--- src/adc_regs_pkg.sv ---
// Constants, types and field layouts shared by the pin, identification and channel registers.
// Operation
// Pin configuration bit 4 set to 1 turns general pin zero into an input; it resets to 0.
// Pin configuration bit 3 set to 1 makes general pin one drive as an output; it resets to 0.
// Pin configuration bit 2 set to 1 makes general pin zero drive as an output; it resets to 0.
// Bit 1 is the level driven on pin one as an output and reads the sampled pin as an input.
// Bit 0 is the level driven on pin zero as an output and reads the sampled pin as an input.
// A read-only identification register at address 0x07 returns a fixed 16-bit code.
// Channel register zero sits at address 0x10, is 16 bits wide and resets to 0x8001.
// A channel register says whether its channel is active, its inputs and its setup.
// Bit 15 of channel register zero enables channel zero and resets to 1.
// With more than one channel enabled the converter steps through them on its own.
// Bits 14 to 12 of the channel register select one of eight setups and reset to 000.
// The selected setup applies its configuration, filter, offset and gain registers.
// The host writes one setup code to all active channels when they are to share a setup.
// Writes to the identification register are ignored and leave it unchanged.
package adc_regs_pkg;

  // Register addresses seen in the command byte.
  localparam logic [5:0] PIN_CONFIG_ADDR = 6'h06;
  localparam logic [5:0] ID_ADDR = 6'h07;
  localparam logic [5:0] CH_ZERO_ADDR = 6'h10;

  // Pin configuration field positions and reset value.
  localparam int unsigned PIN_ZERO_LEVEL_BIT = 0;
  localparam int unsigned PIN_ONE_LEVEL_BIT = 1;
  localparam int unsigned PIN_ZERO_OUT_EN_BIT = 2;
  localparam int unsigned PIN_ONE_OUT_EN_BIT = 3;
  localparam int unsigned PIN_ZERO_IN_EN_BIT = 4;
  localparam int unsigned PIN_ONE_IN_EN_BIT = 5;
  localparam logic [15:0] PIN_CONFIG_RESET = 16'h0000;
  localparam logic [15:0] PIN_CONFIG_MASK = 16'h003F;

  // Channel register field positions, reset value and writable bits.
  localparam int unsigned CH_ENABLE_BIT = 15;
  localparam int unsigned SETUP_SEL_HI = 14;
  localparam int unsigned SETUP_SEL_LO = 12;
  localparam logic [15:0] CH_ZERO_RESET = 16'h8001;
  localparam logic [15:0] CH_ZERO_MASK = 16'hF3FF;

  // Serial frame layout: command byte, then sixteen data bits.
  localparam int unsigned CMD_WEN_N_BIT = 7;
  localparam int unsigned CMD_READ_BIT = 6;
  localparam logic [4:0] CMD_LAST_BIT = 5'h07;
  localparam logic [4:0] FRAME_LAST_BIT = 5'h17;
  localparam logic [4:0] BIT_STEP = 5'h01;

  // Channel count of the sequencer.
  localparam int unsigned CHANNEL_COUNT = 8;

  typedef logic [15:0] word_t;
  typedef logic [5:0] regAddr_t;
  typedef logic [2:0] setupSel_t;
  typedef logic [2:0] channelIdx_t;
  typedef logic [7:0] channelMask_t;
  typedef logic [7:1][2:0] setupSelSet_t;
  typedef enum logic [2:0] {FRAME_IDLE, FRAME_CMD, FRAME_WRITE, FRAME_READ, FRAME_HOLD} frame_t;

endpackage : adc_regs_pkg

--- src/host_bus_if.sv ---
// Register access strobes between the serial frame engine and the register bank.
`timescale 1ns/10ps
interface host_bus_if;
  import adc_regs_pkg::*;
  regAddr_t addr;
  logic wrStrobe;
  word_t wrData;
  logic rdStrobe;
  word_t rdData;

  modport engine (output addr, output wrStrobe, output wrData, output rdStrobe, input rdData);
  modport regs (input addr, input wrStrobe, input wrData, input rdStrobe, output rdData);
endinterface : host_bus_if

--- src/adc_pin_id_channel_regs.sv ---
// Pin configuration, identification and channel zero registers with the channel sequencer.
`timescale 1ns/10ps
module adc_pin_id_channel_regs
  import adc_regs_pkg::*;
#(
  // Identification code; the value is arbitrary.
  parameter logic [15:0] DEVICE_ID = 16'hA5C3
) (
  // System clock and reset.
  input wire logic sys_clk,
  input wire logic resetn,
  // Serial host port.
  input wire logic serialClk,
  input wire logic chipSelectN,
  input wire logic serialIn,
  output logic serialOut,
  // General pin zero.
  input wire logic pinZeroIn,
  output logic pinZeroOut,
  output logic pinZeroOeN,
  output logic pinZeroInputEnable,
  // General pin one.
  input wire logic pinOneIn,
  output logic pinOneOut,
  output logic pinOneOeN,
  output logic pinOneInputEnable,
  // Channel zero fields toward the sequencer.
  output logic channelZeroEnable,
  output setupSel_t channelZeroSetupSelect,
  output logic [9:0] channelZeroInputs,
  // Other channels and the conversion timing.
  input wire channelMask_t otherChannelEnables,
  input wire setupSelSet_t otherSetupSelects,
  input wire logic conversionDone,
  output channelIdx_t activeChannel,
  output setupSel_t activeSetup
);

  host_bus_if hb ();
  word_t pinConfig_q;
  word_t chZero_q;
  logic pinZeroMeta_q, pinZeroSync_q;
  logic pinOneMeta_q, pinOneSync_q;
  channelMask_t enables;
  channelIdx_t activeChannel_q;
  setupSel_t activeSetup_q;

  // Serial engine that drives the register strobes.
  spi_frame_engine frameEngine (
    .sys_clk(sys_clk),
    .resetn(resetn),
    .serialClk(serialClk),
    .chipSelectN(chipSelectN),
    .serialIn(serialIn),
    .serialOut(serialOut),
    .bus(hb.engine)
  );

  // Step to the next enabled channel after cur, wrapping; hold if none is enabled.
  function automatic channelIdx_t nextChannel(input channelMask_t mask, input channelIdx_t cur);
    channelIdx_t pick;
    channelIdx_t probe;
    logic found;
    pick = cur;
    found = 1'b0;
    for (int i = 1; i <= CHANNEL_COUNT; i++) begin
      probe = channelIdx_t'(cur + channelIdx_t'(i));
      if (mask[probe] && !found) begin
        pick = probe;
        found = 1'b1;
      end
    end
    return pick;
  endfunction : nextChannel

  // Pin levels come from outside the clock domain, so two flops precede any reader.
  always_ff @(posedge sys_clk or negedge resetn) begin
    if (!resetn) begin
      pinZeroMeta_q <= 1'b0;
      pinZeroSync_q <= 1'b0;
      pinOneMeta_q <= 1'b0;
      pinOneSync_q <= 1'b0;
    end else begin
      pinZeroMeta_q <= pinZeroIn;
      pinZeroSync_q <= pinZeroMeta_q;
      pinOneMeta_q <= pinOneIn;
      pinOneSync_q <= pinOneMeta_q;
    end
  end

  // Pin configuration register; only the six low bits are stored.
  always_ff @(posedge sys_clk or negedge resetn) begin
    if (!resetn) begin
      pinConfig_q <= PIN_CONFIG_RESET;
    end else if (hb.wrStrobe && hb.addr == PIN_CONFIG_ADDR) begin
      pinConfig_q <= hb.wrData & PIN_CONFIG_MASK;
    end
  end

  // Channel zero register; the reserved bits 11 and 10 never store a one.
  always_ff @(posedge sys_clk or negedge resetn) begin
    if (!resetn) begin
      chZero_q <= CH_ZERO_RESET;
    end else if (hb.wrStrobe && hb.addr == CH_ZERO_ADDR) begin
      chZero_q <= hb.wrData & CH_ZERO_MASK;
    end
  end

  // Pin drivers; the enable is low while the pin is driven.
  assign pinZeroOut = pinConfig_q[PIN_ZERO_LEVEL_BIT];
  assign pinZeroOeN = ~pinConfig_q[PIN_ZERO_OUT_EN_BIT];
  assign pinZeroInputEnable = pinConfig_q[PIN_ZERO_IN_EN_BIT];
  assign pinOneOut = pinConfig_q[PIN_ONE_LEVEL_BIT];
  assign pinOneOeN = ~pinConfig_q[PIN_ONE_OUT_EN_BIT];
  assign pinOneInputEnable = pinConfig_q[PIN_ONE_IN_EN_BIT];

  // Channel fields handed to the converter.
  assign channelZeroEnable = chZero_q[CH_ENABLE_BIT];
  assign channelZeroSetupSelect = chZero_q[SETUP_SEL_HI:SETUP_SEL_LO];
  assign channelZeroInputs = chZero_q[9:0];

  // Read mux. A pin configured as input reads back its sampled level, not the stored bit.
  always_comb begin
    hb.rdData = '0;
    unique case (hb.addr)
      PIN_CONFIG_ADDR: begin
        hb.rdData = pinConfig_q;
        if (pinConfig_q[PIN_ZERO_IN_EN_BIT]) begin
          hb.rdData[PIN_ZERO_LEVEL_BIT] = pinZeroSync_q;
        end
        if (pinConfig_q[PIN_ONE_IN_EN_BIT]) begin
          hb.rdData[PIN_ONE_LEVEL_BIT] = pinOneSync_q;
        end
      end
      ID_ADDR: begin
        hb.rdData = DEVICE_ID;
      end
      CH_ZERO_ADDR: begin
        hb.rdData = chZero_q;
      end
      default: begin
        hb.rdData = '0;
      end
    endcase
  end

  // Writes to the identification address fall through every decoder above and change nothing.


  // Channel zero enable joins the enables of the other channels.
  assign enables = {otherChannelEnables[7:1], chZero_q[CH_ENABLE_BIT]};

  // Sequencer: each finished conversion moves to the next enabled channel without host help.
  always_ff @(posedge sys_clk or negedge resetn) begin
    if (!resetn) begin
      activeChannel_q <= '0;
    end else if (conversionDone) begin
      activeChannel_q <= nextChannel(enables, activeChannel_q);
    end
  end

  // Setup of the active channel; one cycle behind the channel so the output is a flop.
  always_ff @(posedge sys_clk or negedge resetn) begin
    if (!resetn) begin
      activeSetup_q <= '0;
    end else if (activeChannel_q == '0) begin
      activeSetup_q <= chZero_q[SETUP_SEL_HI:SETUP_SEL_LO];
    end else begin
      activeSetup_q <= otherSetupSelects[activeChannel_q];
    end
  end

  assign activeChannel = activeChannel_q;
  assign activeSetup = activeSetup_q;
endmodule : adc_pin_id_channel_regs

--- src/spi_frame_engine.sv ---
// Serial port engine: oversamples the host's clock and turns frames into register strobes.
`timescale 1ns/10ps
module spi_frame_engine
  import adc_regs_pkg::*;
(
  // System clock and reset.
  input wire logic sys_clk,
  input wire logic resetn,
  // Serial pins from the host.
  input wire logic serialClk,
  input wire logic chipSelectN,
  input wire logic serialIn,
  output logic serialOut,
  // Register strobes.
  host_bus_if.engine bus
);

  logic clkMeta_q, clkSync_q, clkPrev_q;
  logic csMeta_q, csSync_q;
  logic dinMeta_q, dinSync_q;
  logic riseEdge, fallEdge;
  frame_t state_q;
  logic [4:0] bitCount_q;
  word_t rxShift_q;
  word_t txShift_q;
  logic [7:0] cmdByte;

  // Every pin passes two flops; edges are found on the second stage only.
  always_ff @(posedge sys_clk or negedge resetn) begin
    if (!resetn) begin
      clkMeta_q <= 1'b1;
      clkSync_q <= 1'b1;
      clkPrev_q <= 1'b1;
      csMeta_q <= 1'b1;
      csSync_q <= 1'b1;
      dinMeta_q <= 1'b0;
      dinSync_q <= 1'b0;
    end else begin
      clkMeta_q <= serialClk;
      clkSync_q <= clkMeta_q;
      clkPrev_q <= clkSync_q;
      csMeta_q <= chipSelectN;
      csSync_q <= csMeta_q;
      dinMeta_q <= serialIn;
      dinSync_q <= dinMeta_q;
    end
  end

  // Data and clock share the same delay, so data is still valid at the detected rise.
  assign riseEdge = clkSync_q & ~clkPrev_q & ~csSync_q;
  assign fallEdge = ~clkSync_q & clkPrev_q & ~csSync_q;
  assign cmdByte = {rxShift_q[6:0], dinSync_q};

  // Frame sequence; raising chip select abandons any partial frame.
  always_ff @(posedge sys_clk or negedge resetn) begin
    if (!resetn) begin
      state_q <= FRAME_IDLE;
      bitCount_q <= '0;
      rxShift_q <= '0;
      bus.addr <= '0;
      bus.wrStrobe <= 1'b0;
      bus.wrData <= '0;
      bus.rdStrobe <= 1'b0;
    end else begin
      bus.wrStrobe <= 1'b0;
      bus.rdStrobe <= 1'b0;
      if (csSync_q) begin
        state_q <= FRAME_IDLE;
        bitCount_q <= '0;
      end else if (state_q == FRAME_IDLE) begin
        state_q <= FRAME_CMD;
      end else if (riseEdge) begin
        rxShift_q <= {rxShift_q[14:0], dinSync_q};
        bitCount_q <= bitCount_q + BIT_STEP;
        unique case (state_q)
          FRAME_CMD: begin
            if (bitCount_q == CMD_LAST_BIT) begin
              bus.addr <= cmdByte[5:0];
              // A command without the write-enable low is not for us.
              if (cmdByte[CMD_WEN_N_BIT]) begin
                state_q <= FRAME_HOLD;
              end else if (cmdByte[CMD_READ_BIT]) begin
                state_q <= FRAME_READ;
                bus.rdStrobe <= 1'b1;
              end else begin
                state_q <= FRAME_WRITE;
              end
            end
          end
          FRAME_WRITE: begin
            if (bitCount_q == FRAME_LAST_BIT) begin
              bus.wrData <= {rxShift_q[14:0], dinSync_q};
              bus.wrStrobe <= 1'b1;
              state_q <= FRAME_HOLD;
            end
          end
          FRAME_READ: begin
            if (bitCount_q == FRAME_LAST_BIT) begin
              state_q <= FRAME_HOLD;
            end
          end
          FRAME_HOLD, FRAME_IDLE: begin
            state_q <= FRAME_HOLD;
          end
        endcase
      end
    end
  end

  // Read data is captured while the strobe is high and shifted out on falling edges.
  always_ff @(posedge sys_clk or negedge resetn) begin
    if (!resetn) begin
      txShift_q <= '0;
      serialOut <= 1'b0;
    end else if (csSync_q) begin
      serialOut <= 1'b0;
    end else if (bus.rdStrobe) begin
      txShift_q <= bus.rdData;
    end else if (fallEdge && state_q == FRAME_READ) begin
      serialOut <= txShift_q[15];
      txShift_q <= {txShift_q[14:0], 1'b0};
    end
  end

endmodule : spi_frame_engine

--- config.mk ---
export PLATFORM = sky130hd
export DESIGN_NAME = adc_pin_id_channel_regs
export DESIGN_NICKNAME = d
export VERILOG_FILES = /design/src/adc_regs_pkg.sv /design/src/host_bus_if.sv /design/src/adc_pin_id_channel_regs.sv /design/src/spi_frame_engine.sv
export SDC_FILE = /design/constraint.sdc
export NUM_CORES = 1
export LEC_CHECK = 0
export ABC_CLOCK_PERIOD_IN_PS = 3400
export BUFFER_PORTS_ARGS = -buffer_cell sky130_fd_sc_hd__buf_2
export CORE_ASPECT_RATIO = 2
export CORE_MARGIN = 8
export CORE_UTILIZATION = 35
export CTS_BUF_LIST = sky130_fd_sc_hd__clkbuf_8
export DETAILED_ROUTE_END_ITERATION = 10
export GPL_ROUTABILITY_DRIVEN = 0
export PLACE_DENSITY_LB_ADDON = 0.1
export SLEW_MARGIN = 10
export SYNTH_ARGS = -nofsm -noshare
export SYNTH_HDL_FRONTEND = slang
export SYNTH_SLANG_ARGS = --single-unit
--- constraint.sdc ---
create_clock -name sys_clk -period 3.4 [get_ports sys_clk]
set_input_delay 0.68 -clock sys_clk [delete_from_list [all_inputs] [get_ports sys_clk]]
set_output_delay 0.68 -clock sys_clk [all_outputs]
set_load 0.01 [all_outputs]
After elaboration in Yosys (flattened, before gate mapping)
Cells that the tools add are included.
{"block": "word_totals", "register_bits": 101, "input_bits": 37, "out_inout_bits": 27, "elab_cells": 169}
{"block": "classes", "addsub": 8, "order_cmp": 8, "n_eq_ne": 13, "n_mux": 71, "bitwise": 11, "n_reduce_logical": 34}
{"cell": "case mux 16 bit (3 select lines)", "n": 1}
{"cell": "2-to-1 mux 3 bit", "n": 15}
{"cell": "2-to-1 mux 1 bit", "n": 40}
{"cell": "less-than comparator 3 x 4 -> 1 bit (second input constant)", "n": 8}
{"cell": "2-to-1 mux 16 bit", "n": 2}
{"cell": "binary-select mux 1 bit (select 3 bit)", "n": 8}
{"cell": "2-to-1 mux 5 bit", "n": 3}
{"cell": "adder 3 bit (second input constant)", "n": 4}
{"cell": "== test 6 x 3 -> 1 bit (second input constant)", "n": 2}
{"cell": "logical AND 1 bit", "n": 10}
{"cell": "AND reduction 5 bit", "n": 2}
{"cell": "binary-select mux 3 bit (select 3 bit)", "n": 1}
{"cell": "case mux 3 bit (3 select lines)", "n": 1}
{"cell": "AND reduction 3 bit", "n": 3}
{"cell": "inequality test 4 x 1 -> 1 bit (second input constant)", "n": 2}
{"cell": "zero test 1 bit", "n": 7}
{"cell": "NOT 1 bit", "n": 7}
{"cell": "nonzero test 7 bit", "n": 1}
{"cell": "adder 3 x 2 -> 3 bit (second input constant)", "n": 2}
{"cell": "== test 3 x 2 -> 1 bit (second input constant)", "n": 2}
{"cell": "== test 6 x 5 -> 1 bit (second input constant)", "n": 1}
{"cell": "zero test 3 bit", "n": 2}
{"cell": "AND reduction 2 bit", "n": 3}
{"cell": "nonzero test 2 bit", "n": 3}
{"cell": "11 further kinds", "n": 15}

Logic depth before layout (Yosys ltp)
Gate-level depths: netlist of the first run.
{"block": "depth", "ltp_word": 33, "depth_mapped": 11}

Hierarchy
From an unflattened synthesis of the first run, not the netlist that was laid out.
{"block": "hier_totals", "cells_unflattened": 407, "hier_area_um2": 5241.3}
{"module": "spi_frame_engine", "n_inst": 1, "cells_each": 215, "area_per_inst_um2": 3066.7, "seq_area_each_um2": 1783.0}
{"module": "adc_pin_id_channel_regs", "n_inst": 1, "cells_each": 192, "area_per_inst_um2": 2174.6, "seq_area_each_um2": 753.2}

Least setup slack after synthesis of the first run
OpenSTA, ideal clock, no wires.
{"block": "synth_path", "path_type": "reg2reg", "startpoint": "reg activeChannel_q[1] (netlist: activeChannel[1])", "endpoint": "reg activeChannel_q[2] (netlist: activeChannel[2])", "setup_time_ns": 0.129, "arrival_time_ns": 3.247, "required_time_ns": 3.271, "path_slack_ns": 0.023, "stages_incl_launch_ff": 12, "path_buffers": 3, "period_less_slack_ns": 3.377, "cell_sequence": "dfrtp_1 > buf_2 > buf_1 > inv_1 > ha_1 > buf_6 > mux2_2 > mux4_2 > o32ai_4 > nand3_2 > o32ai_1 > a21oi_1"}
{"block": "synth_between", "elab_chain_cells": 33, "word_cells_on_any_way": 61, "classes_between": "add/sub: 7; mux: 37; bitwise: 1; reduce/logical: 16"}
{"item": "start: declaration", "line_no": "adc_pin_id_channel_regs.sv:45", "source": "channelIdx_t activeChannel_q;"}
{"item": "start signal: assignment", "line_no": "adc_pin_id_channel_regs.sv:158", "source": "activeChannel_q <= nextChannel(enables, activeChannel_q);"}
{"item": "adder 3 x 1 -> 3 bit", "line_no": "adc_pin_id_channel_regs.sv:67", "source": "probe = channelIdx_t'(cur + channelIdx_t'(i));"}
{"item": "binary-select mux 1 bit (select 3 bit)", "line_no": "adc_pin_id_channel_regs.sv:68", "source": "if (mask[probe] && !found) begin"}
{"item": "2-to-1 mux 1 bit (not written as such)", "line_no": "adc_pin_id_channel_regs.sv:68"}
{"item": "2-to-1 mux 1 bit", "line_no": "adc_pin_id_channel_regs.sv:68"}
{"item": "2-to-1 mux 1 bit", "line_no": "adc_pin_id_channel_regs.sv:157", "source": "end else if (conversionDone) begin"}
{"item": "zero test 1 bit", "line_no": "adc_pin_id_channel_regs.sv:68"}
{"item": "logical AND 1 bit", "line_no": "adc_pin_id_channel_regs.sv:68"}
{"item": "2-to-1 mux 1 bit", "line_no": "adc_pin_id_channel_regs.sv:68"}
{"item": "[... 17 more ...]"}
{"item": "zero test 1 bit", "line_no": "adc_pin_id_channel_regs.sv:68"}
{"item": "logical AND 1 bit", "line_no": "adc_pin_id_channel_regs.sv:68"}
{"item": "2-to-1 mux 1 bit", "line_no": "adc_pin_id_channel_regs.sv:68"}
{"item": "2-to-1 mux 1 bit", "line_no": "adc_pin_id_channel_regs.sv:157"}
{"item": "zero test 1 bit", "line_no": "adc_pin_id_channel_regs.sv:68"}
{"item": "logical AND 1 bit", "line_no": "adc_pin_id_channel_regs.sv:68"}
{"item": "NOT 1 bit (no line)"}
{"item": "AND reduction 3 bit (no line)"}
Parallel ways exist; a longest one is shown, timed or not. The select of a mux whose other input is x is not followed.
A chain may end at the register's enable or synchronous reset.

Worst setup path after layout of the first run
{"block": "layout_path", "startpoint": "reg activeChannel_q[0] (netlist: activeChannel[0])", "endpoint": "reg activeChannel_q[2] (netlist: activeChannel[2])"}
The elaborated chain is that of the path after synthesis.

==> results of run 1 <==
worst reg2reg max path: stages, from the launching register on:
cell and delay [ns]:
dfrtp_1 0.37, inv_2 0.06, ha_1 0.56, mux2_2 0.40
mux4_2 0.48, o32ai_4 0.42, nand3_2 0.19, o32ai_1 0.32
a21oi_1 0.07
sequential cells by signal, summed over array words and instances, names as in the netlist, 3 cells and up:
signal and flops:
chZero_q 14, frameEngine.bitCount_q 5, frameEngine.state_q 3, activeChannel 3
activeSetup 3, frameEngine.bus.addr 6, frameEngine.rxShift_q 15, frameEngine.bus.wrData 14
pinConfig_q 6, frameEngine.txShift_q 16
through the flow:
step	total power [W]	setup WS, ns
5_1_grt	0.00399	0.295
6_report	0.00374	0.424
3_3_place_gp	0.00306	0.463
3_5_place_dp	0.00308	0.408
4_1_cts	0.00380	0.403
2_1_floorplan	0.00271	0.0232
cell usage in the layout, fill, tap and decap left out, types with 5 or more instances in the layout:
cell type | Yosys | layout
dfrtp_1 | 92 | 92
buf_2 | 4 | 61
mux2_1 | 41 | 41
nor2_1 | 32 | 32
a21oi_1 | 27 | 27
mux2_2 | 21 | 21
nand2_1 | 19 | 19
mux2i_1 | 13 | 13
nor2b_1 | 13 | 13
a31oi_1 | 12 | 12
clkbuf_8 | 0 | 10
buf_4 | 1 | 9
inv_1 | 8 | 8
o21ai_0 | 7 | 7
nand2b_1 | 7 | 7
o21ai_1 | 7 | 7
mux4_2 | 7 | 7
dfstp_2 | 7 | 7
nor3_1 | 6 | 6
a211oi_1 | 6 | 6
xor2_1 | 6 | 6
a22oi_1 | 5 | 5
xnor2_1 | 5 | 5
logic make-up after synthesis:
family / count (synthesis) / synth area share
flip-flops: 99 / 0.503
AND/OR/NAND/NOR: 97 / 0.103
multiplexers: 87 / 0.222
AO/OA/AOI/OAI: 85 / 0.116
buffers and inverters: 29 / 0.0268
XOR/XNOR: 11 / 0.0195
adder cells (fa/ha/maj): 4 / 0.0101
power by group through the flow:
stage	clock (W)	combinational [W]	sequential (W)
floorplan	0	0.00136	0.00135
global route	0.000786	0.00187	0.00134
global placement	0	0.00171	0.00135
finish	0.000706	0.00171	0.00132
CTS	0.000742	0.00173	0.00133
detailed placement	0	0.00173	0.00135
cell type report:
type | instances | area share
Multi-Input combinational cell | 284 | 0.410
Clock buffer | 10 | 0.0243
Tap cell | 189 | 0.0418
Inverter | 10 | 0.00663
Sequential cell | 99 | 0.439
Timing Repair Buffer | 71 | 0.0694
Clock inverter | 6 | 0.00818
worst max path at each step:
stage | to | cells after the start | start | slack [ns]
after floorplan | activeChannel[2]$_DFFE_PN0P_ | 11 | activeChannel[1]$_DFFE_PN0P_ | 0.02
after global placement | activeChannel[1]$_DFFE_PN0P_ | 8 | activeChannel[1]$_DFFE_PN0P_ | 0.46
after detailed placement | activeChannel[2]$_DFFE_PN0P_ | 8 | activeChannel[1]$_DFFE_PN0P_ | 0.41
after CTS | activeChannel[2]$_DFFE_PN0P_ | 8 | activeChannel[1]$_DFFE_PN0P_ | 0.40
after global routing | activeChannel[1]$_DFFE_PN0P_ | 8 | activeChannel[1]$_DFFE_PN0P_ | 0.30
final | activeChannel[2]$_DFFE_PN0P_ | 8 | activeChannel[0]$_DFFE_PN0P_ | 0.42
routing by layer:
metal / GRT usage / wire, µm / up-vias
met5: 0 / 0 / -
met4: 0.0616 / 292 / 0
met3: 0.0205 / 324 / 19
met2: 0.256 / 6710 / 51
met1: 0.128 / 4140 / 1726
li1: - / - / 1636
==> metrics.md, run 1 <==
| Metric | Value |
|---|---|
| Fmax | `336 MHz` |
| Syn Inst Count | `412` |
| Reg2Reg Setup Slack | `0.42 ns` |
| Commonest register cell after synthesis | `dfrtp_1` |
| Post-CTS Setup Inserts | `0` |
| Post-CTS Resized | `0` |
| Post-Syn Nets | `453` |
| FF/Latch Area | `0.00249 mm²` |
| Clk network pwr share | `0.189` |
| Sink Count | `99` |
| Drt first-iter violations | `103` |
| CTS tree | `built` |
| Inst Count DP | `653` |
| Final setup viols | `0` |
| Via density | `5.13` |
| Layout filler cell count | `1,424` |
| Slew Limit Fails | `0` |
| Post-DRT Antenna Nets | `0` |
| Initial antenna violation count | `0` |
| Finished Cell Area | `0.00566 mm²` |
| Gate power share | `0.457` |
| Root Driver | `clkbuf_8` |
| Post-Syn Area | `0.00494 mm²` |
| WHS Path Cells | `0` |
| Sequential share of power | `0.354` |
| Number of global-route vias before repair | `3,688` |
| Worst-margin pin slew | `0.964 ns` |
| Max-slew headroom at the worst pin | `0.354` |
| Synth area leader | `dfrtp_1` |
| Row count | `61` |
| WL final | `11.5 mm` |
| Pwr dens | `660 mW/mm²` |
| CTS Hold Bufs | `0` |
| GRT overflow | `0` |
| Area Overhead vs Synth | `14.5%` |
| Sw Ratio | `0.375` |
| Placed Area | `0.00547 mm²` |
| Clock Skew | `0.0137 ns` |
| Yosys warnings | `0` |
| Setup TNS | `0 ns` |
| Post-synth top cells | `dfrtp_1 (92), mux2_1 (41), nor2_1 (32)` |
| First-pass GRT wire length | `19.0 mm` |
| CP endpoint kind | `register` |
| CTS Buf Count | `9` |
| First-pass detailed-route iteration total | `4` |
| Post-synth EDFFs | `0` |
| Share of synthesized registers carrying an async set or reset | `1.00` |
| Peak supply drop | `199 µV` |
| Internal power | `0.00234 W` |
| Die X | `100 µm` |
| Die area | `0.0184 mm²` |
| Hold Path End | `pinZeroSync_q$_DFF_PN0_` |
| DRC | `0` |
| Post-layout util | `0.407` |
| Clk slew on worst S/H paths | `0.10 ns` |
| Clk_lat worst skew | `0.37 ns` |
| Hpwl dp | `8.77 mm` |
| Final hold vios | `0` |
| Port bufs | `62` |
| Count leader, synth | `dfrtp_1` |
| Core ar. | `0.0139 mm²` |
| P_sw | `0.00140 W` |
| Leakage | `2.75 nW` |
| Synth area leaders | `dfrtp_1 (47%), mux2_1 (9.3%), mux2_2 (4.8%)` |
| Synth Register Bits | `99` |
| ANT cells | `0` |
| WP buf/inv | `1` |
| Synth top area share | `0.466` |
| Run status | `finished, final reports clean` |
| Max Cap Viol | `0` |
| H-Tree Depth | `3` |
| Initial Utilization | `0.356` |
| Final Critical Period | `2.98 ns` |
| Crit-path max FO | `11` |
| Worst path arrival time | `3.22 ns` |
| Footprint of the multi-input gates | `0.00232 mm²` |
| Crit start category | `register` |
| Crit path cell chain | `inv_2 -> ha_1 -> mux2_2 -> mux4_2 -> o32ai_4 -> nand3_2 -> o32ai_1 -> a21oi_1` |
| Clock Tree Buf Depth | `2` |
| Ports | `64` |
| Period utilization | `0.875` |
| Synth unique cells | `56` |
| RSZ-0062 raised after global routing | `false` |
| Final std cells w/o fill | `669` |
| Die Y | `184 µm` |
| Min-delay src | `pinZeroMeta_q$_DFF_PN0_` |
| HP Class | `register to register` |
| Slowest stage delay, CP | `0.56 ns` |
| CP Class | `register to register` |
| Routed via count | `3,432` |
| R2r startpoint | `activeChannel[0]$_DFFE_PN0P_` |
| Routed len/inst | `17.1 µm` |
| Worst reg2reg path depth | `8` |
| Hold WS | `0.358 ns` |
| Share of layout cells above drive strength 1 | `0.279` |
| Total track usage | `0.131` |
| Reg-to-reg critical path endpoint | `activeChannel[2]$_DFFE_PN0P_` |
| NumNets Final | `516` |
| Largest net degree at the start of global routing | `65` |
| CP top delay family | `multiplexers` |
| Post-synthesis sequential area ratio | `0.503` |
| Syn_area_per_cell | `12.0 µm²` |
| Req. time, crit path | `3.65 ns` |
| Crit-path slowest cell | `ha_1` |
Power figures use the tool's default switching activity.
==> inputs of run 2 (changes only) <==
==> constraint.sdc (replaced) <==
create_clock -name sys_clk -period 3.4 [get_ports sys_clk]
set_input_delay 0.34 -clock sys_clk [delete_from_list [all_inputs] [get_ports sys_clk]]
set_output_delay 0.34 -clock sys_clk [all_outputs]
set_load 0.01 [all_outputs]
==> run 2 against run 1 <==
Largest cell class unchanged. Critical path depth unchanged. Critical path type unchanged. Critical endpoint is now activeChannel[1]$_DFFE_PN0P_. Sequential share of layout area about the same. Non-clock buffer count shrank 1. The flow now finishes with violations (negative hold slack).
==> metrics.md, run 2 (synthesis gave the netlist of run 1 again) <==
| Metric | Value |
|---|---|
| Run status | `finished with violations` |
| Failing checks | `negative hold slack` |
| First-pass detailed-route iteration total | `4` |
| CTS Hold Bufs | `0` |
| Largest register by flop count | `frameEngine.txShift_q` |
| ANT cells | `0` |
| Ports | `64` |
| Crit-path max FO | `11` |
| Footprint of the multi-input gates | `0.00232 mm²` |
| HP Class | `input port to asynchronous set/reset pin` |
| Root Driver | `clkbuf_8` |
| Die X | `100 µm` |
| CP endpoint kind | `register` |
| Final hold vios | `9` |
| Routed len/inst | `17.5 µm` |
| CTS Buf Count | `9` |
| Sink Count | `99` |
| Power, Total | `0.00377 W` |
| NumNets Final | `515` |
| Fmax | `336 MHz` |
| Share of layout cells above drive strength 1 | `0.273` |
| Slew Limit Fails | `0` |
| Period utilization | `0.876` |
| Worst path arrival time | `3.22 ns` |
| Hpwl dp | `8.98 mm` |
| Drt first-iter violations | `151` |
| Crit start category | `register` |
| Worst-margin pin slew | `0.758 ns` |
| Clk slew on worst S/H paths | `0.10 ns` |
| First-pass GRT wire length | `19.2 mm` |
| Layout filler cell count | `1,413` |
| Die area | `0.0184 mm²` |
| Max-slew headroom at the worst pin | `0.493` |
| Area Overhead vs Synth | `14.4%` |
| Final setup viols | `0` |
| Number of global-route vias before repair | `3,687` |
| Final Critical Period | `2.98 ns` |
| Post-CTS Resized | `0` |
| Met1 WL | `4.09 mm` |
| Total track usage | `0.134` |
| Slowest stage delay, CP | `0.55 ns` |
| Met2 Wirelength | `6.90 mm` |
| Post-CTS Setup Inserts | `0` |
| Top sig layer | `met4` |
| Req. time, crit path | `3.65 ns` |
| CTS tree | `built` |
| Hold WS | `-0.0188 ns` |
| H-Tree Depth | `3` |
| Routed via count | `3,417` |
| Initial Utilization | `0.356` |
| Crit path cell chain | `inv_1 -> ha_1 -> mux2_2 -> mux4_2 -> o32ai_4 -> nand3_2 -> o32ai_1 -> a31oi_1` |
| DRC | `0` |
| WL final | `11.7 mm` |
| Port bufs | `62` |
| Regs by FF count | `frameEngine.txShift_q x16, frameEngine.rxShift_q x15` |
| Most frequent cells in the layout | `dfrtp_1 (92), buf_2 (61), mux2_1 (41), nor2_1 (32), a21oi_1 (27)` |
| Die Y | `184 µm` |
| Crit-path slowest cell | `ha_1` |
| Commonest non-fill, non-tap cell in the layout | `dfrtp_1` |
| Post-DRT Antenna Nets | `0` |
| Clock Tree Buf Depth | `2` |
| FF/Latch Area | `0.00249 mm²` |
| CP Class | `register to register` |
| Peak supply drop | `253 µV` |
| Via density | `5.12` |
| Row count | `61` |
| Largest net degree at the start of global routing | `52` |
| Initial antenna violation count | `0` |
| WP buf/inv | `1` |
| Leakage | `2.76 nW` |
| Setup TNS | `0 ns` |
| Max reg flops | `16` |
| GRT overflow | `0` |
| CP top delay family | `multiplexers` |
| Clk_lat worst skew | `0.37 ns` |
| Pwr dens | `667 mW/mm²` |
| RSZ-0062 raised after global routing | `false` |
| Core ar. | `0.0139 mm²` |
| Max Cap Viol | `0` |
| Clock Skew | `0.0121 ns` |
| Routed met3 length | `430 µm` |
[run 2: worst paths after layout]
check                                             startpoint                               endpoint  slack [ns]  cells after the start
max in group asynchronous                             resetn               chZero_q[15]$_DFFE_PN1P_        2.67                      2
worst max-delay path            activeChannel[1]$_DFFE_PN0P_           activeChannel[1]$_DFFE_PN0P_        0.42                      8
worst min register to register       pinZeroMeta_q$_DFF_PN0_                pinZeroSync_q$_DFF_PN0_        0.35                      0
min in group sys_clk                               serialClk        frameEngine.clkMeta_q$_DFF_PN1_        0.07                      1
worst min-delay path                                  resetn  frameEngine.rxShift_q[10]$_DFFE_PN0P_       -0.02                      1
worst max register to register  activeChannel[1]$_DFFE_PN0P_           activeChannel[1]$_DFFE_PN0P_        0.42                      8
[run 2: power by group]
group | switching (W) | leakage, nW | total, W | internal, W
combinational | 0.000924 | 1.34 | 0.00170 | 0.000779
clock | 0.000394 | 0.0976 | 0.000726 | 0.000332
sequential | 0.0000755 | 1.31 | 0.00134 | 0.00126
[run 2: layout make-up]
type	instances	area share
timing repair buffer	70	0.0682
multi-input combinational	284	0.411
clock inverter	7	0.0111
tap	189	0.0418
clock buffer	9	0.0219
inverter	10	0.00664
sequential	99	0.440
[run 2: through the flow]
stage | setup WS (ns) | instance area, µm² | hold slack (ns) | utilization | cells
2_1_floorplan | 0.0232 | 4940 | 0.0444 | - | 412
3_3_place_gp | 0.475 | 5470 | 0.332 | 0.394 | 652
3_5_place_dp | 0.444 | 5470 | 0.336 | 0.394 | 652
4_1_cts | 0.408 | 5650 | 0.00639 | 0.407 | 668
5_1_grt | 0.208 | 5650 | 0.0370 | 0.407 | 668
6_report | 0.421 | 5650 | -0.0188 | 0.407 | 668
[run 2: layer usage]
metal,up-vias,track usage
li1,1629,-
met1,1711,0.130
met5,-,0
met4,0,0.0604
met3,16,0.0228
met2,61,0.262
==> inputs of run 3 (changes only) <==
Settings changed: CORE_UTILIZATION 35 to 40.
==> run 3 against run 2 <==
The flow now finishes without violations. Total power up 2.3%. Combinational power about the same. Sequential share of layout area up 0.19 points. Critical endpoint unchanged.
==> metrics.md, run 3 (synthesis gave the netlist of run 1 again) <==
| Metric | Value |
|---|---|
| Initial Utilization | `0.407` |
| Slew Limit Fails | `0` |
| Initial antenna violation count | `0` |
| ANT cells | `0` |
| R2r startpoint | `activeChannel[1]$_DFFE_PN0P_` |
| GRT overflow | `0` |
| CP Capture Point | `activeChannel[1]$_DFFE_PN0P_` |
| Sink Count | `99` |
| Largest register by flop count | `frameEngine.txShift_q` |
| Hpwl dp | `8.46 mm` |
| Max reg flops | `16` |
| Inst Count DP | `610` |
| Slowest stage delay, CP | `0.55 ns` |
| HP Class | `input port to register` |
| Total track usage | `0.141` |
| Final std cells w/o fill | `627` |
| Share of layout cells above drive strength 1 | `0.275` |
| Post-CTS Resized | `0` |
| First-pass GRT wire length | `18.5 mm` |
| Crit-path slowest cell | `ha_1` |
| CP endpoint kind | `register` |
| Worst reg2reg path depth | `8` |
| Drt first-iter violations | `117` |
| Regs by FF count | `frameEngine.txShift_q x16, frameEngine.rxShift_q x15` |
| Routed via count | `3,472` |
| Clock Tree Buf Depth | `2` |
| Fin worst setup slack | `0.479 ns` |
| Post-DRT Antenna Nets | `0` |
| Peak supply drop | `508 µV` |
| Commonest non-fill, non-tap cell in the layout | `dfrtp_1` |
| Worst-margin pin slew | `0.907 ns` |
| Die area | `0.0164 mm²` |
| Clk_lat worst skew | `0.36 ns` |
| Beginning of the critical path | `activeChannel[1]$_DFFE_PN0P_` |
| H-Tree Depth | `3` |
| Worst path arrival time | `3.15 ns` |
| Pwr dens | `685 mW/mm²` |
| First-pass detailed-route iteration total | `4` |
| Die X | `94.6 µm` |
| NumNets Final | `516` |
| Reg2Reg Setup Slack | `0.48 ns` |
| Routed len/inst | `17.8 µm` |
| Run status | `finished, final reports clean` |
| Post-layout util | `0.464` |
| CP Class | `register to register` |
| Final Critical Period | `2.92 ns` |
| WL final | `11.2 mm` |
| CTS tree | `built` |
| Crit path cell chain | `inv_1 -> ha_1 -> mux2_2 -> mux4_2 -> o32ai_4 -> nand3_2 -> o32ai_1 -> a31oi_1` |
| Area Overhead vs Synth | `14.0%` |
| Max-slew headroom at the worst pin | `0.392` |
| Crit start category | `register` |
| Max Cap Viol | `0` |
| Reg-to-reg critical path endpoint | `activeChannel[1]$_DFFE_PN0P_` |
| Die Y | `173 µm` |
| Final hold vios | `0` |
| Largest net degree at the start of global routing | `49` |
| Most frequent cells in the layout | `dfrtp_1 (92), buf_2 (61), mux2_1 (41), nor2_1 (32), a21oi_1 (27)` |
| Port bufs | `62` |
| Req. time, crit path | `3.63 ns` |
| Via density | `5.54` |
| Leakage | `2.77 nW` |
| Post-CTS Setup Inserts | `0` |
| Root Driver | `clkbuf_8` |
| Core ar. | `0.0121 mm²` |
| Final setup viols | `0` |
| DRC | `0` |
| Clock Skew | `0.00924 ns` |
| Pre-CTS setup slack | `0.500 ns` |
| Row count | `57` |
| Clk slew on worst S/H paths | `0.09 ns` |
| Crit-path max FO | `11` |
| Ports | `64` |
| Fmax | `342 MHz` |
| Setup TNS | `0 ns` |
| RSZ-0062 raised after global routing | `false` |
| CTS Buf Count | `9` |
| Number of global-route vias before repair | `3,744` |
| Period utilization | `0.859` |
-- run 3: cell count changes in the layout (fill, tap and decap cells not counted) --
cell	delta
bufinv_16	+1
buf_4	+1
inv_1	-1
clkinvlp_4	-1
buf_12	-1
clkinv_2	-1
dlygate4sd3_1	+1
clkinv_4	+2
-- run 3: final cells by class --
class	count	area [µm²]
Timing Repair Buffer	71	383
Clock inverter	7	93.8
Inverter	10	37.5
Sequential cell	99	2490
Clock buffer	9	124
Tap cell	147	184
Fill cell	1160	6490
Multi-Input combinational cell	284	2320
-- run 3: how the worst min path moves through the flow --
stage	startpoint	slack [ns]	depth (start not counted)	to
finish	serialClk	0.07	1	frameEngine.clkMeta_q$_DFF_PN1_
global route	serialClk	0.04	1	frameEngine.clkMeta_q$_DFF_PN1_
CTS	serialClk	0.05	1	frameEngine.clkMeta_q$_DFF_PN1_
detailed placement	frameEngine.dinMeta_q$_DFF_PN0_	0.34	0	frameEngine.dinSync_q$_DFF_PN0_
global placement	frameEngine.dinMeta_q$_DFF_PN0_	0.34	0	frameEngine.dinSync_q$_DFF_PN0_
floorplan	resetn	0.04	0	activeChannel[0]$_DFFE_PN0P_
-- run 3: power breakdown --
group	total, W	internal (W)	switching (W)
registers	0.00133	0.00126	0.0000619
logic	0.00172	0.000780	0.000937
clock network	0.000813	0.000413	0.000400
-- run 3: critical path: cells and delay by family, from the launching register on --
family                   cells  cell delay, ns
buffers and inverters        1            0.07
multiplexers                 2            0.90
flip-flops                   1            0.35
adder cells (fa/ha/maj)      1            0.55
AND/OR/NAND/NOR              1            0.17
AO/OA/AOI/OAI                3            0.77
-- run 3: through the flow --
| step | cell area [µm²] | total power [W] | hold slack, ns |
|---|---|---|---|
| floorplan | 4940 | 0.00271 | 0.0444 |
| global placement | 5400 | 0.00304 | 0.336 |
| detailed placement | 5400 | 0.00306 | 0.336 |
| CTS | 5630 | 0.00390 | 0.0470 |
| finish | 5630 | 0.00386 | 0.0715 |
| global route | 5630 | 0.00411 | 0.0409 |
-- run 3: routing by layer --
metal  vias up  wire length [µm]  GRT usage  part of all wire
met1      1771              4030      0.134              0.36
met5         -                 0          0                 0
met2        55              6530      0.278              0.59
met4         0               223     0.0538             0.020
li1       1635                 -          -                 -
met3        11               375     0.0252             0.034
-- run 3: what timing repair did --
item                                    in CTS  in global routing
hold buffers                                 1                  0
endpoints found under the hold margin        1                  0
endpoints found under the setup margin       0                  0
